`config.mk`:
```
export PLATFORM = sky130hd
export DESIGN_NAME = uss_top
export DESIGN_NICKNAME = d
export VERILOG_FILES = /design/src/verilog/uss_pkg.sv /design/src/verilog/uss_top.sv
export VERILOG_INCLUDE_DIRS = /design/src /design/src/verilog
export SDC_FILE = /design/constraint.sdc
export NUM_CORES = 1
export LEC_CHECK = 0
export ABC_CLOCK_PERIOD_IN_PS = 2200
export BUFFER_PORTS_ARGS = -buffer_cell sky130_fd_sc_hd__buf_2
export CORE_MARGIN = 2
export CORE_UTILIZATION = 55
export DETAILED_ROUTE_END_ITERATION = 10
export GPL_ROUTABILITY_DRIVEN = 0
export PLACE_DENSITY_LB_ADDON = 0.1
export SLEW_MARGIN = 20
export SYNTH_ARGS = -nofsm -noshare
export SYNTH_HDL_FRONTEND = slang
export SYNTH_SLANG_ARGS = --single-unit
```
`constraint.sdc`:
```
create_clock -name clk_in -period 2.2 [get_ports clk_in]
set_clock_uncertainty 0.1 [all_clocks]
set_input_delay 0.11 -clock clk_in [delete_from_list [all_inputs] [get_ports clk_in]]
set_output_delay 0.11 -clock clk_in [all_outputs]
set_load 0.01 [all_outputs]
```
`src/verilog/uss_regs.svh`:
```
// Register offsets, field positions and reset values of the synchronous slave serial port
//
// Contract
// Clock select cleared: slave, external shift clock
// Shifting runs from external clock during sleep; the code samples the link clock on clk_in, so shifting needs the system clock
// Two words: one shifts, one waits, flag clear
// Shift done: reload buffered word, set flag
// Software sets up transmit in listed order
// Buffer loaded before enable starts sooner
// Same as master; single receive bit ignored
// Word received moves to buffer, sets flag
// Software sets up receive in listed order
// Ninth bit and errors readable before data
// Clearing continuous receive clears latched error
// Clearing enables aborts and resets receive logic
// Data pin one bit per edge, LSB first
`ifndef USS_REGS_SVH
`define USS_REGS_SVH

// Register offsets
`define USS_OFF_TXCTL    8'h00
`define USS_OFF_RXCTL    8'h04
`define USS_OFF_TXBUF    8'h08
`define USS_OFF_RXBUF    8'h0C
`define USS_OFF_STAT     8'h10
`define USS_OFF_MASK     8'h14

// Transmit status/control fields
`define USS_B_CLK_SRC_SEL 7
`define USS_B_TX_NINE     6
`define USS_B_TX_EN       5
`define USS_B_SYNC        4
`define USS_B_TSR_EMPTY   2
`define USS_B_TXBUF_EMPTY 1
`define USS_B_TX_NINTH    0

// Receive status/control fields
`define USS_B_PORT_EN     7
`define USS_B_RX_NINE     6
`define USS_B_SINGLE_RX   5
`define USS_B_CONT_RX     4
`define USS_B_OVERRUN     1
`define USS_B_RX_NINTH    0

// Interrupt status/mask fields
`define USS_B_IRQ_TX      0
`define USS_B_IRQ_RX      1

// Reset values
`define USS_TXCTL_RST    8'h00
`define USS_RXCTL_RST    8'h00
`define USS_IRQ_RST      2'h0

`endif

```
`src/verilog/uss_pkg.sv`:
```
// Types shared by the synchronous slave serial port
package uss_pkg;
	// One register bus request
	typedef struct packed {
		logic       wr;    // Write strobe
		logic       rd;    // Read strobe
		logic [7:0] addr;  // Byte address
		logic [7:0] wdata; // Write data
	} uss_bus_req_type;

	// Transmit shifter states
	typedef enum logic [1:0] {
		USS_TX_IDLE  = 2'b01,
		USS_TX_SHIFT = 2'b10
	} uss_tx_state_type;
endpackage

```
`src/verilog/uss_top.sv`:
```
// Synchronous slave serial transmitter/receiver with register port and interrupt
`timescale 1ns/1ps
`include "uss_regs.svh"

module uss_top (
	// Clock and reset
	input  wire logic                     clk_in,
	input  wire logic                     sys_rst_in,
	// Register port
	input  wire uss_pkg::uss_bus_req_type bus_req_in,
	output logic [7:0]                    bus_rdata_out,
	// Link pins
	input  wire logic                     link_clk_in,
	input  wire logic                     link_data_in,
	output logic                          link_data_out,
	output logic                          link_data_oe_out,
	// Interrupt
	output logic                          irq_out
);
	import uss_pkg::*;

	// Word length in bits for the nine-bit option
	function automatic logic [3:0] uss_nbits(input logic nine);
		return nine ? 4'h9 : 4'h8;
	endfunction

	// Address match against one register offset
	function automatic logic uss_hit(input logic [7:0] a, input logic [7:0] off);
		return a == off;
	endfunction

	// Control registers
	logic [7:0]       txctl_q;       // Transmit control, software owned bits
	logic [7:0]       rxctl_q;       // Receive control, software owned bits
	logic [1:0]       stat_q;        // Sticky event bits
	logic [1:0]       mask_q;        // Interrupt mask
	logic [7:0]       rdata_q;       // Read data, one cycle after strobe
	logic             irq_q;         // Interrupt level
	// Transmit path
	logic [8:0]       txbuf_q;       // Holding buffer with ninth bit
	logic             txbuf_full_q;  // Holding buffer occupied
	logic [8:0]       tsr_q;         // Transmit shift register
	logic [3:0]       tcnt_q;        // Bits already sent
	uss_tx_state_type tst_q;         // Shifter state
	logic             dout_q;        // Data pin output
	logic             doe_q;         // Data pin enable
	// Receive path
	logic [8:0]       rsr_q;         // Receive shift register
	logic [3:0]       rcnt_q;        // Bits already taken
	logic [8:0]       rxbuf_q;       // Receive buffer with ninth bit
	logic             rx_err_q;      // Overrun error latch
	// Pin synchronisers
	logic             lk_s1_q;       // Link clock, first stage
	logic             lk_s2_q;       // Link clock, second stage
	logic             lk_s3_q;       // Link clock, edge history
	logic             ld_s1_q;       // Link data, first stage
	logic             ld_s2_q;       // Link data, second stage

	// Decoded controls
	logic             slave_base;    // Port on, sync mode, external clock
	logic             tx_run;        // Transmitter may shift
	logic             rx_run;        // Receiver may shift
	logic             lk_rise;       // Rising edge of link clock
	logic             lk_fall;       // Falling edge of link clock
	logic             wr_txbuf;      // Software writes holding buffer
	logic             rd_rxbuf;      // Software reads receive buffer
	logic             tx_load;       // Holding buffer moves to shifter
	logic             tx_done;       // Last bit of a word sent
	logic             rx_done;       // Last bit of a word taken
	logic [8:0]       rx_word;       // Word including the bit on the pin
	logic [1:0]       stat_set;      // Hardware events this cycle
	logic [1:0]       stat_clr;      // Clears this cycle
	logic [3:0]       tx_bits;       // Transmit word length
	logic [3:0]       rx_bits;       // Receive word length

	// Mode decode; only a cleared clock select gives slave operation
	assign slave_base = rxctl_q[`USS_B_PORT_EN] & txctl_q[`USS_B_SYNC]
		& ~txctl_q[`USS_B_CLK_SRC_SEL];
	// Receive wins the shared data pin; the single receive bit is never looked at
	assign rx_run  = slave_base & rxctl_q[`USS_B_CONT_RX];
	assign tx_run  = slave_base & txctl_q[`USS_B_TX_EN] & ~rxctl_q[`USS_B_CONT_RX];
	assign lk_rise = lk_s2_q & ~lk_s3_q;
	assign lk_fall = ~lk_s2_q & lk_s3_q;
	assign tx_bits = uss_nbits(txctl_q[`USS_B_TX_NINE]);
	assign rx_bits = uss_nbits(rxctl_q[`USS_B_RX_NINE]);
	assign wr_txbuf = bus_req_in.wr & uss_hit(bus_req_in.addr, `USS_OFF_TXBUF);
	assign rd_rxbuf = bus_req_in.rd & uss_hit(bus_req_in.addr, `USS_OFF_RXBUF);
	// A word waiting at enable time starts at once, without a new write
	assign tx_load = tx_run & (tst_q == USS_TX_IDLE) & txbuf_full_q;
	assign tx_done = (tst_q == USS_TX_SHIFT) & lk_fall & (tcnt_q == tx_bits - 4'h1);
	assign rx_done = rx_run & lk_rise & (rcnt_q == rx_bits - 4'h1);

	// Link synchronisers; only the second stages and the clock edge history feed logic
	always_ff @(posedge clk_in) begin
		if (sys_rst_in) begin
			lk_s1_q <= 1'b0;
			lk_s2_q <= 1'b0;
			lk_s3_q <= 1'b0;
			ld_s1_q <= 1'b0;
			ld_s2_q <= 1'b0;
		end else begin
			lk_s1_q <= link_clk_in;
			lk_s2_q <= lk_s1_q;
			lk_s3_q <= lk_s2_q;
			ld_s1_q <= link_data_in;
			ld_s2_q <= ld_s1_q;
		end
	end

	// Control registers; status and read-only bits are not stored here
	always_ff @(posedge clk_in) begin
		if (sys_rst_in) begin
			txctl_q <= `USS_TXCTL_RST;
			rxctl_q <= `USS_RXCTL_RST;
			mask_q  <= `USS_IRQ_RST;
		end else if (bus_req_in.wr) begin
			if (uss_hit(bus_req_in.addr, `USS_OFF_TXCTL)) begin
				txctl_q <= bus_req_in.wdata & 8'hF1;
			end
			if (uss_hit(bus_req_in.addr, `USS_OFF_RXCTL)) begin
				rxctl_q <= bus_req_in.wdata & 8'hF0;
			end
			if (uss_hit(bus_req_in.addr, `USS_OFF_MASK)) begin
				mask_q <= bus_req_in.wdata[1:0];
			end
		end
	end

	// Holding buffer; the ninth bit is captured with the data
	always_ff @(posedge clk_in) begin
		if (sys_rst_in) begin
			txbuf_q      <= 9'h000;
			txbuf_full_q <= 1'b0;
		end else if (wr_txbuf) begin
			// A write while full replaces the waiting word
			txbuf_q      <= {txctl_q[`USS_B_TX_NINTH], bus_req_in.wdata};
			txbuf_full_q <= 1'b1;
		end else if (tx_load) begin
			txbuf_full_q <= 1'b0;
		end
	end

	// Transmit shifter; bits change on the master's falling edge
	always_ff @(posedge clk_in) begin
		if (sys_rst_in) begin
			tst_q  <= USS_TX_IDLE;
			tsr_q  <= 9'h000;
			tcnt_q <= 4'h0;
		end else if (!tx_run) begin
			// Disabling drops a half-sent word
			tst_q  <= USS_TX_IDLE;
			tcnt_q <= 4'h0;
		end else begin
			unique case (tst_q)
				USS_TX_IDLE: begin
					if (tx_load) begin
						tsr_q  <= txbuf_q;
						tcnt_q <= 4'h0;
						tst_q  <= USS_TX_SHIFT;
					end
				end
				USS_TX_SHIFT: begin
					// Bits move on clk_in once the synchronised link clock falls; both clocks must run
					if (tx_done) begin
						tst_q <= USS_TX_IDLE;
					end else if (lk_fall) begin
						tsr_q  <= {1'b0, tsr_q[8:1]};
						tcnt_q <= tcnt_q + 4'h1;
					end
				end
			endcase
		end
	end

	// Data pin drive; high idle level when no word is in the shifter
	always_ff @(posedge clk_in) begin
		if (sys_rst_in) begin
			dout_q <= 1'b1;
			doe_q  <= 1'b0;
		end else begin
			dout_q <= (tst_q == USS_TX_SHIFT) ? tsr_q[0] : 1'b1;
			doe_q  <= tx_run;
		end
	end

	// Word as it stands once the current pin bit is added
	always_comb begin
		rx_word = rsr_q;
		rx_word[rcnt_q] = ld_s2_q;
		if (!rxctl_q[`USS_B_RX_NINE]) begin
			rx_word[8] = 1'b0;
		end
	end

	// Receive shifter; sampled on the master's rising edge, LSB first
	always_ff @(posedge clk_in) begin
		if (sys_rst_in) begin
			rsr_q  <= 9'h000;
			rcnt_q <= 4'h0;
		end else if (!rx_run) begin
			rcnt_q <= 4'h0;
		end else if (lk_rise) begin
			rsr_q[rcnt_q] <= ld_s2_q;
			rcnt_q <= rx_done ? 4'h0 : rcnt_q + 4'h1;
		end
	end

	// Receive buffer and overrun latch; the buffered word is not overwritten while the receive flag is set
	always_ff @(posedge clk_in) begin
		if (sys_rst_in) begin
			rxbuf_q  <= 9'h000;
			rx_err_q <= 1'b0;
		end else begin
			if (rx_done && !stat_q[`USS_B_IRQ_RX]) begin
				rxbuf_q <= rx_word;
			end
			if (!rxctl_q[`USS_B_CONT_RX]) begin
				rx_err_q <= 1'b0;
			end else if (rx_done && stat_q[`USS_B_IRQ_RX]) begin
				rx_err_q <= 1'b1;
			end
		end
	end

	// Sticky events; set beats clear in the same cycle
	always_comb begin
		stat_set = 2'b00;
		stat_set[`USS_B_IRQ_TX] = tx_load & ~wr_txbuf;
		stat_set[`USS_B_IRQ_RX] = rx_done;
		stat_clr = 2'b00;
		if (bus_req_in.wr && uss_hit(bus_req_in.addr, `USS_OFF_STAT)) begin
			stat_clr = bus_req_in.wdata[1:0];
		end
		stat_clr[`USS_B_IRQ_TX] = stat_clr[`USS_B_IRQ_TX] | wr_txbuf;
		stat_clr[`USS_B_IRQ_RX] = stat_clr[`USS_B_IRQ_RX] | rd_rxbuf;
	end

	// Status register and interrupt level; the level doubles as the wake request
	always_ff @(posedge clk_in) begin
		if (sys_rst_in) begin
			stat_q <= `USS_IRQ_RST;
			irq_q  <= 1'b0;
		end else begin
			stat_q <= (stat_q & ~stat_clr) | stat_set;
			irq_q  <= |(stat_q & mask_q);
		end
	end

	// Read mux; unmapped addresses and idle cycles return zero
	always_ff @(posedge clk_in) begin
		if (sys_rst_in) begin
			rdata_q <= 8'h00;
		end else if (!bus_req_in.rd) begin
			rdata_q <= 8'h00;
		end else begin
			unique case (bus_req_in.addr)
				`USS_OFF_TXCTL: rdata_q <= txctl_q | {5'h00, (tst_q == USS_TX_IDLE),
					~txbuf_full_q, 1'b0};
				// Ninth bit and error are visible before the data is read
				`USS_OFF_RXCTL: rdata_q <= rxctl_q | {6'h00, rx_err_q, rxbuf_q[8]};
				`USS_OFF_RXBUF: rdata_q <= rxbuf_q[7:0];
				`USS_OFF_STAT:  rdata_q <= {6'h00, stat_q};
				`USS_OFF_MASK:  rdata_q <= {6'h00, mask_q};
				default:        rdata_q <= 8'h00;
			endcase
		end
	end

	assign bus_rdata_out    = rdata_q;
	assign link_data_out    = dout_q;
	assign link_data_oe_out = doe_q;
	assign irq_out          = irq_q;
endmodule // uss_top
```
-- After elaboration in Yosys (flattened, before gate mapping)
Index checks and enable logic that the tools add are counted.
- add/sub/neg operators: 4
- multipliers: 0
- divide/modulo/power cells: 0
- magnitude comparators: 2
- equality and inequality tests: 13
- shift-type cells: 0
- muxes and demuxes: 22
- bitwise logic cells: 34
- reductions and logical operators: 20
- operators with widths (kind ; count):
    8-bit case mux with 5 select lines ; 1
    9-bit two-way mux ; 3
    9-bit case mux with 2 select lines ; 1
    1-bit bitwise AND ; 16
    8-bit by 4-bit equality test with 1-bit output, second input constant ; 2
    8-bit by 5-bit equality test with 1-bit output, second input constant ; 2
    4-bit two-way mux ; 4
    2-bit OR reduction ; 6
    1-bit inverter ; 10
    2-bit AND reduction ; 5
    9-bit bitwise mux ; 1
    4-bit by 1-bit adder with 4-bit output, second input constant ; 2
    4-bit equality test ; 2
    8-bit by 3-bit equality test with 1-bit output, second input constant ; 1
    8-bit logical NOT ; 1
    2-bit inequality test, second input constant ; 4
    8-bit by 2-bit bitwise OR with 8-bit output ; 1
    8-bit by 3-bit bitwise OR with 8-bit output ; 1
    4-bit case mux with 2 select lines ; 1
    4-bit by 1-bit subtractor with 4-bit output, second input constant ; 2
    1-bit two-way mux ; 6
    2-bit two-way mux ; 3
    4-bit by 5-bit less-than comparator with 1-bit output, second input constant ; 1
    2-bit bitwise AND ; 2
    other kinds (13) ; 17
- register bits: 77
- bits in latches: 0
- memory bits (writable): 0
- ROM bits: 0
- input port bits: 22
- output and inout bits: 11
- logic and storage cells: 117
- memories: 0

-- Logic depth before layout (Yosys ltp)
- word-level depth: 8
- mapped depth: 7
- mapped depth without buffers: 7

-- Worst setup path after synthesis
No wires, ideal clock.
- kind: register -> register
- start point: register tcnt_q[0]
- end point: register tsr_q[4]
- library setup time: 0.133 ns
- arrival time: 1.510 ns
- required time: 1.967 ns
- slack: 0.457 ns
- cell stages (with the launch flop): 7
- path buffers: 1
- period minus slack after synthesis: 1.743 ns
- cells stage by stage: dfxtp_1 -> or4b_1 -> mux2i_4 -> o21ai_2 -> buf_6 -> a21oi_1 -> a311oi_1
- longest elaborated chain between the ends: 4
- RTL lines (element ; RTL line ; text):
    start, declared ; uss_top.sv:43 ; logic [3:0] tcnt_q;
    start signal, assigned ; uss_top.sv:168 ; tcnt_q <= tcnt_q + 4'h1;
    4-bit equality test ; uss_top.sv:90 ; assign tx_done = (tst_q == USS_TX_SHIFT) & lk_fall & (tcnt_q == tx_bits - 4'h1);
    1-bit bitwise AND ; uss_top.sv:90 ;
    2-bit inequality test (no line) ; - ;
    4-bit AND reduction (no line) ; - ;
    end signal, assigned ; uss_top.sv:157 ; tsr_q <= txbuf_q;
    end signal, assigned ; uss_top.sv:167 ; tsr_q <= {1'b0, tsr_q[8:1]};
    end, declared ; uss_top.sv:42 ; logic [8:0] tsr_q;
Every way passes these cells.
A chain may end at the register's enable or synchronous reset.

-- Worst setup path in the final report
- start point: input port bus_req_in[11] (netlist bit)
- end point: register txctl_q[4]
- longest elaborated chain between the ends: 2
- RTL lines (element ; RTL line ; text):
    start, declared ; uss_top.sv:10 ; input wire uss_pkg::uss_bus_req_type bus_req_in,
    8-bit logical NOT ; uss_top.sv:29 ; return a == off;
    2-bit AND reduction (no line) ; - ;
    end signal, assigned ; uss_top.sv:113 ; txctl_q <= `USS_TXCTL_RST;
    end signal, assigned ; uss_top.sv:118 ; txctl_q <= bus_req_in.wdata & 8'hF1;
    end, declared ; uss_top.sv:33 ; logic [7:0] txctl_q;
Every way passes these cells.

==> impl_metrics.json <==
{
  "outcome": "complete, no violations",
  "ys_async_sr_fraction_pct": 0,
  "leakage_uw": 0.001445,
  "hold_end": "bus_rdata_out[0]",
  "clkSinkCount": 77,
  "port_buffers": 32,
  "hp-class": "in2reg",
  "path_clk_slew_ns": 0.08,
  "dp_hpwl_um": 4896,
  "gr-usage-all-layers_pct": 21.25,
  "r2r_end": "tsr_q[4]",
  "cts_tree": "built",
  "critPathMaxStageDelay_ns": 0.54,
  "path_class": "in2reg",
  "tightestPinTransition_ns": 0.5807,
  "grt_pass1_wl_um": 11780,
  "ant_nets": 0,
  "vias": 2760,
  "grt-ovfl-total": 0,
  "numCtsBuffers": 9,
  "fin_crit_ns": 1.988,
  "dpl.cell_count": 473,
  "ys_types": 49,
  "worstPathCellList": "dlygate4sd3_1 > buf_2 > or4b_4 > nor4_4 > mux2i_1 > nor2_1",
  "htreeDepth": 3,
  "clock-root-buffer": "clkbuf_8",
  "tns_ns": 0,
  "yosysWarnings": 0,
  "die-area_sq_mm": 0.006892,
  "setup-violations-final": 0,
  "drive_above_1_share_pct": 15.69,
  "initial_core_util_pct": 57.33,
  "num_antenna_cells": 0,
  "layoutNonFillerInstCount": 502,
  "slew_headroom_pct": 61.28,
  "synth_edf_count": 0,
  "routed_wl_um": 7058,
  "avgSynthCellArea_sq_um": 8.967,
  "clock_path_buffers": 2,
  "syn2layout_area_growth_pct": 15.59,
  "synth_flop_cell": "dfxtp_1",
  "crit_fanout": 14,
  "wl_per_cell_um": 14.06,
  "crit_path_end_kind": "flop",
  "synth_top_area_share_pct": 44.88,
  "dr.first_iter.drc_count": 193,
  "rr_worst_depth": 5,
  "netlist_area_sq_mm": 0.003435,
  "cp_slowest_cell": "dlygate4sd3_1",
  "postCtsHoldBufs": 13,
  "r2r_start": "tcnt_q[0]",
  "yosys.area.top_type": "dfxtp_1",
  "ys_ff_latch": 77,
  "seqPwrFrac_pct": 52.4,
  "holdCritStartpoint": "bus_req_in[9]",
  "maxCapViolCount": 0,
  "cts.repair.resized": 0,
  "grt_pass1_vias": 2441,
  "hold-worst-slack_ns": 0.05640,
  "power.density_mw_per_mm2": 672.9,
  "final_max_slew_viol_count": 0,
  "rsz0062_at_grt": "false",
  "post_cts_buffers": 0,
  "hold_depth": 4,
  "pin_count": 33,
  "finalPower_uw": 2672,
  "syn_inst": 383,
  "cell_internal_pwr_uw": 2078,
  "antenna_found_initial": 0,
  "ys_seq_area_share_pct": 44.88,
  "layout.nets": 449,
  "fin_crit_sh_pct": 90.35,
  "coreArea_sq_mm": 0.005991,
  "num_rows": 28,
  "grt_start_max_net_pins": 40,
  "synth.area.top_cells": "dfxtp_1, mux2i_1, a21oi_1, nor2_1, nand2_1",
  "pwr-share-clk_pct": 43.8,
  "cp.required_ns": 2.33,
  "insertion_delay_ns": 0.35,
  "synthesis.nets": 410,
  "cp-start-kind": "input port",
  "die_height_um": 83.02,
  "rrSetupSlack_ns": 0.32,
  "viasPerCell": 5.498,
  "regArea_sq_mm": 0.001541,
  "p_comb_share_pct": 3.8,
  "timing_hold_violations_final": 0,
  "arrival_ns": 2.12,
  "vdd_drop_max_uv": 682.9,
  "max_freq_ghz": 0.5031,
  "route.detailed.drc": 0,
  "num-fill-cells": 510,
  "multi_input_area_sq_mm": 0.001754,
  "switchingPower_uw": 593.9,
  "p_sw_share_pct": 22.23,
  "chipWidth_um": 83.02,
  "first_pass_iters": 4
}
## layer usage
metal  share of wire, %  track usage (%)  wire [um]
met2                 41            29.03       2885
met3                6.7            5.865        471
met4                1.4            7.303        102
met1                 51            32.01       3598
met5                  0                0          0
## registers in the layout, indices dropped and copies added (netlist names)
| signal | count |
|---|---|
| txbuf_full_q | 1 |
| irq_out | 1 |
| tcnt_q | 4 |
| lk_s3_q | 1 |
| stat_q | 2 |
| link_data_oe_out | 1 |
| lk_s1_q | 1 |
| ld_s2_q | 1 |
| link_data_out | 1 |
| lk_s2_q | 1 |
| rsr_q | 9 |
| tsr_q | 9 |
| txctl_q | 5 |
| bus_rdata_out | 8 |
| tst_q | 2 |
| txbuf_q | 9 |
| mask_q | 2 |
| rcnt_q | 4 |
| ld_s1_q | 1 |
| rxctl_q | 4 |
| rxbuf_q | 9 |
| rx_err_q | 1 |
## metrics by stage
step / utilization [%] / instance area, sq um / setup WS (ns)
after CTS: 66.27 / 3970 / 0.2422
final: 66.27 / 3970 / 0.2124
after global placement: 60.51 / 3625 / 0.3709
after global routing: 66.27 / 3970 / 0.1255
after detailed placement: 60.51 / 3625 / 0.3296
after floorplan: - / 3435 / 0.4567
## layout make-up
cell class | count | area share (%)
clock buffers | 10 | 3.215
clock inverters | 6 | 2.206
inverters | 8 | 0.7564
multi-input cells | 275 | 44.19
flip-flops and latches | 77 | 38.83
well taps | 75 | 2.364
repair buffers | 51 | 8.446
## cells in the mapped netlist (2+ instances only)
master    instances
a21oi_1          45
a211oi_2          2
xor2_1            2
nor2_1           59
a311oi_1          8
nor2b_1          13
clkbuf_1         14
or3_1             3
ha_1              5
nand4_1           2
mux2i_1          29
nand2b_1          8
nand2_1          29
buf_2             3
o21ai_0           7
nor3_1            4
nor3b_1           4
dfxtp_1          77
nand3b_1          6
a31oi_1           2
nand4b_1          4
buf_6             2
or3_4             2
buf_1             3
inv_1             8
a22oi_1           2
a211oi_1          9
nand3_1          10
## worst max path at each step
stage | to | from | slack (ns)
after floorplan | tsr_q[4] | tcnt_q[0] | 0.46
after global placement | rxbuf_q[8] | rxctl_q[4] | 0.37
after detailed placement | rxbuf_q[8] | txctl_q[4] | 0.33
after CTS | txctl_q[4] | bus_req_in[11] | 0.24
after global routing | txctl_q[4] | bus_req_in[11] | 0.13
final | txctl_q[4] | bus_req_in[11] | 0.21
## worst max-delay path: cells and delay by family
| family | cells | cell delay (ns) |
|---|---|---|
| buf+inv | 2 | 0.73 |
| mux | 1 | 0.27 |
| simple gates | 3 | 1.00 |
## cells in the final DEF (no fill, tap or decap), types with 3 or more instances in the layout
cell,synthesis,layout
nand3b_1,6,6
buf_4,1,6
buf_2,3,32
a211oi_1,9,9
dlygate4sd3_1,0,13
nor3b_1,4,4
nor3_1,4,4
or3_1,3,3
inv_1,8,8
nand4b_1,4,4
mux2i_1,29,29
ha_1,5,5
a311oi_1,8,8
nand2b_1,8,8
nand2_1,29,29
clkinvlp_4,0,3
o21ai_0,7,7
dfxtp_1,77,77
nor2_1,59,59
nor2b_1,13,13
nand3_1,10,10
a21oi_1,45,45
clkbuf_8,0,9
## power by group through the flow
stage          clock network [uW]  registers [uW]  logic [uW]
6_report                     1170            1400         102
3_3_place_gp                    0            1430        85.2
3_5_place_dp                    0            1430        85.0
4_1_cts                      1190            1400         101
5_1_grt                      1250            1400         111
2_1_floorplan                   0            1430        49.2
## cell families after synthesis
kind of cell	Yosys count	synth area share, %
compound gates	81	14.57
xor+xnor	2	0.5101
fa+ha+maj	5	1.821
buf+inv	31	4.044
flops	77	44.88
mux	31	9.763
simple gates	156	24.41
Note: power is estimated with default switching activity, not from simulation.
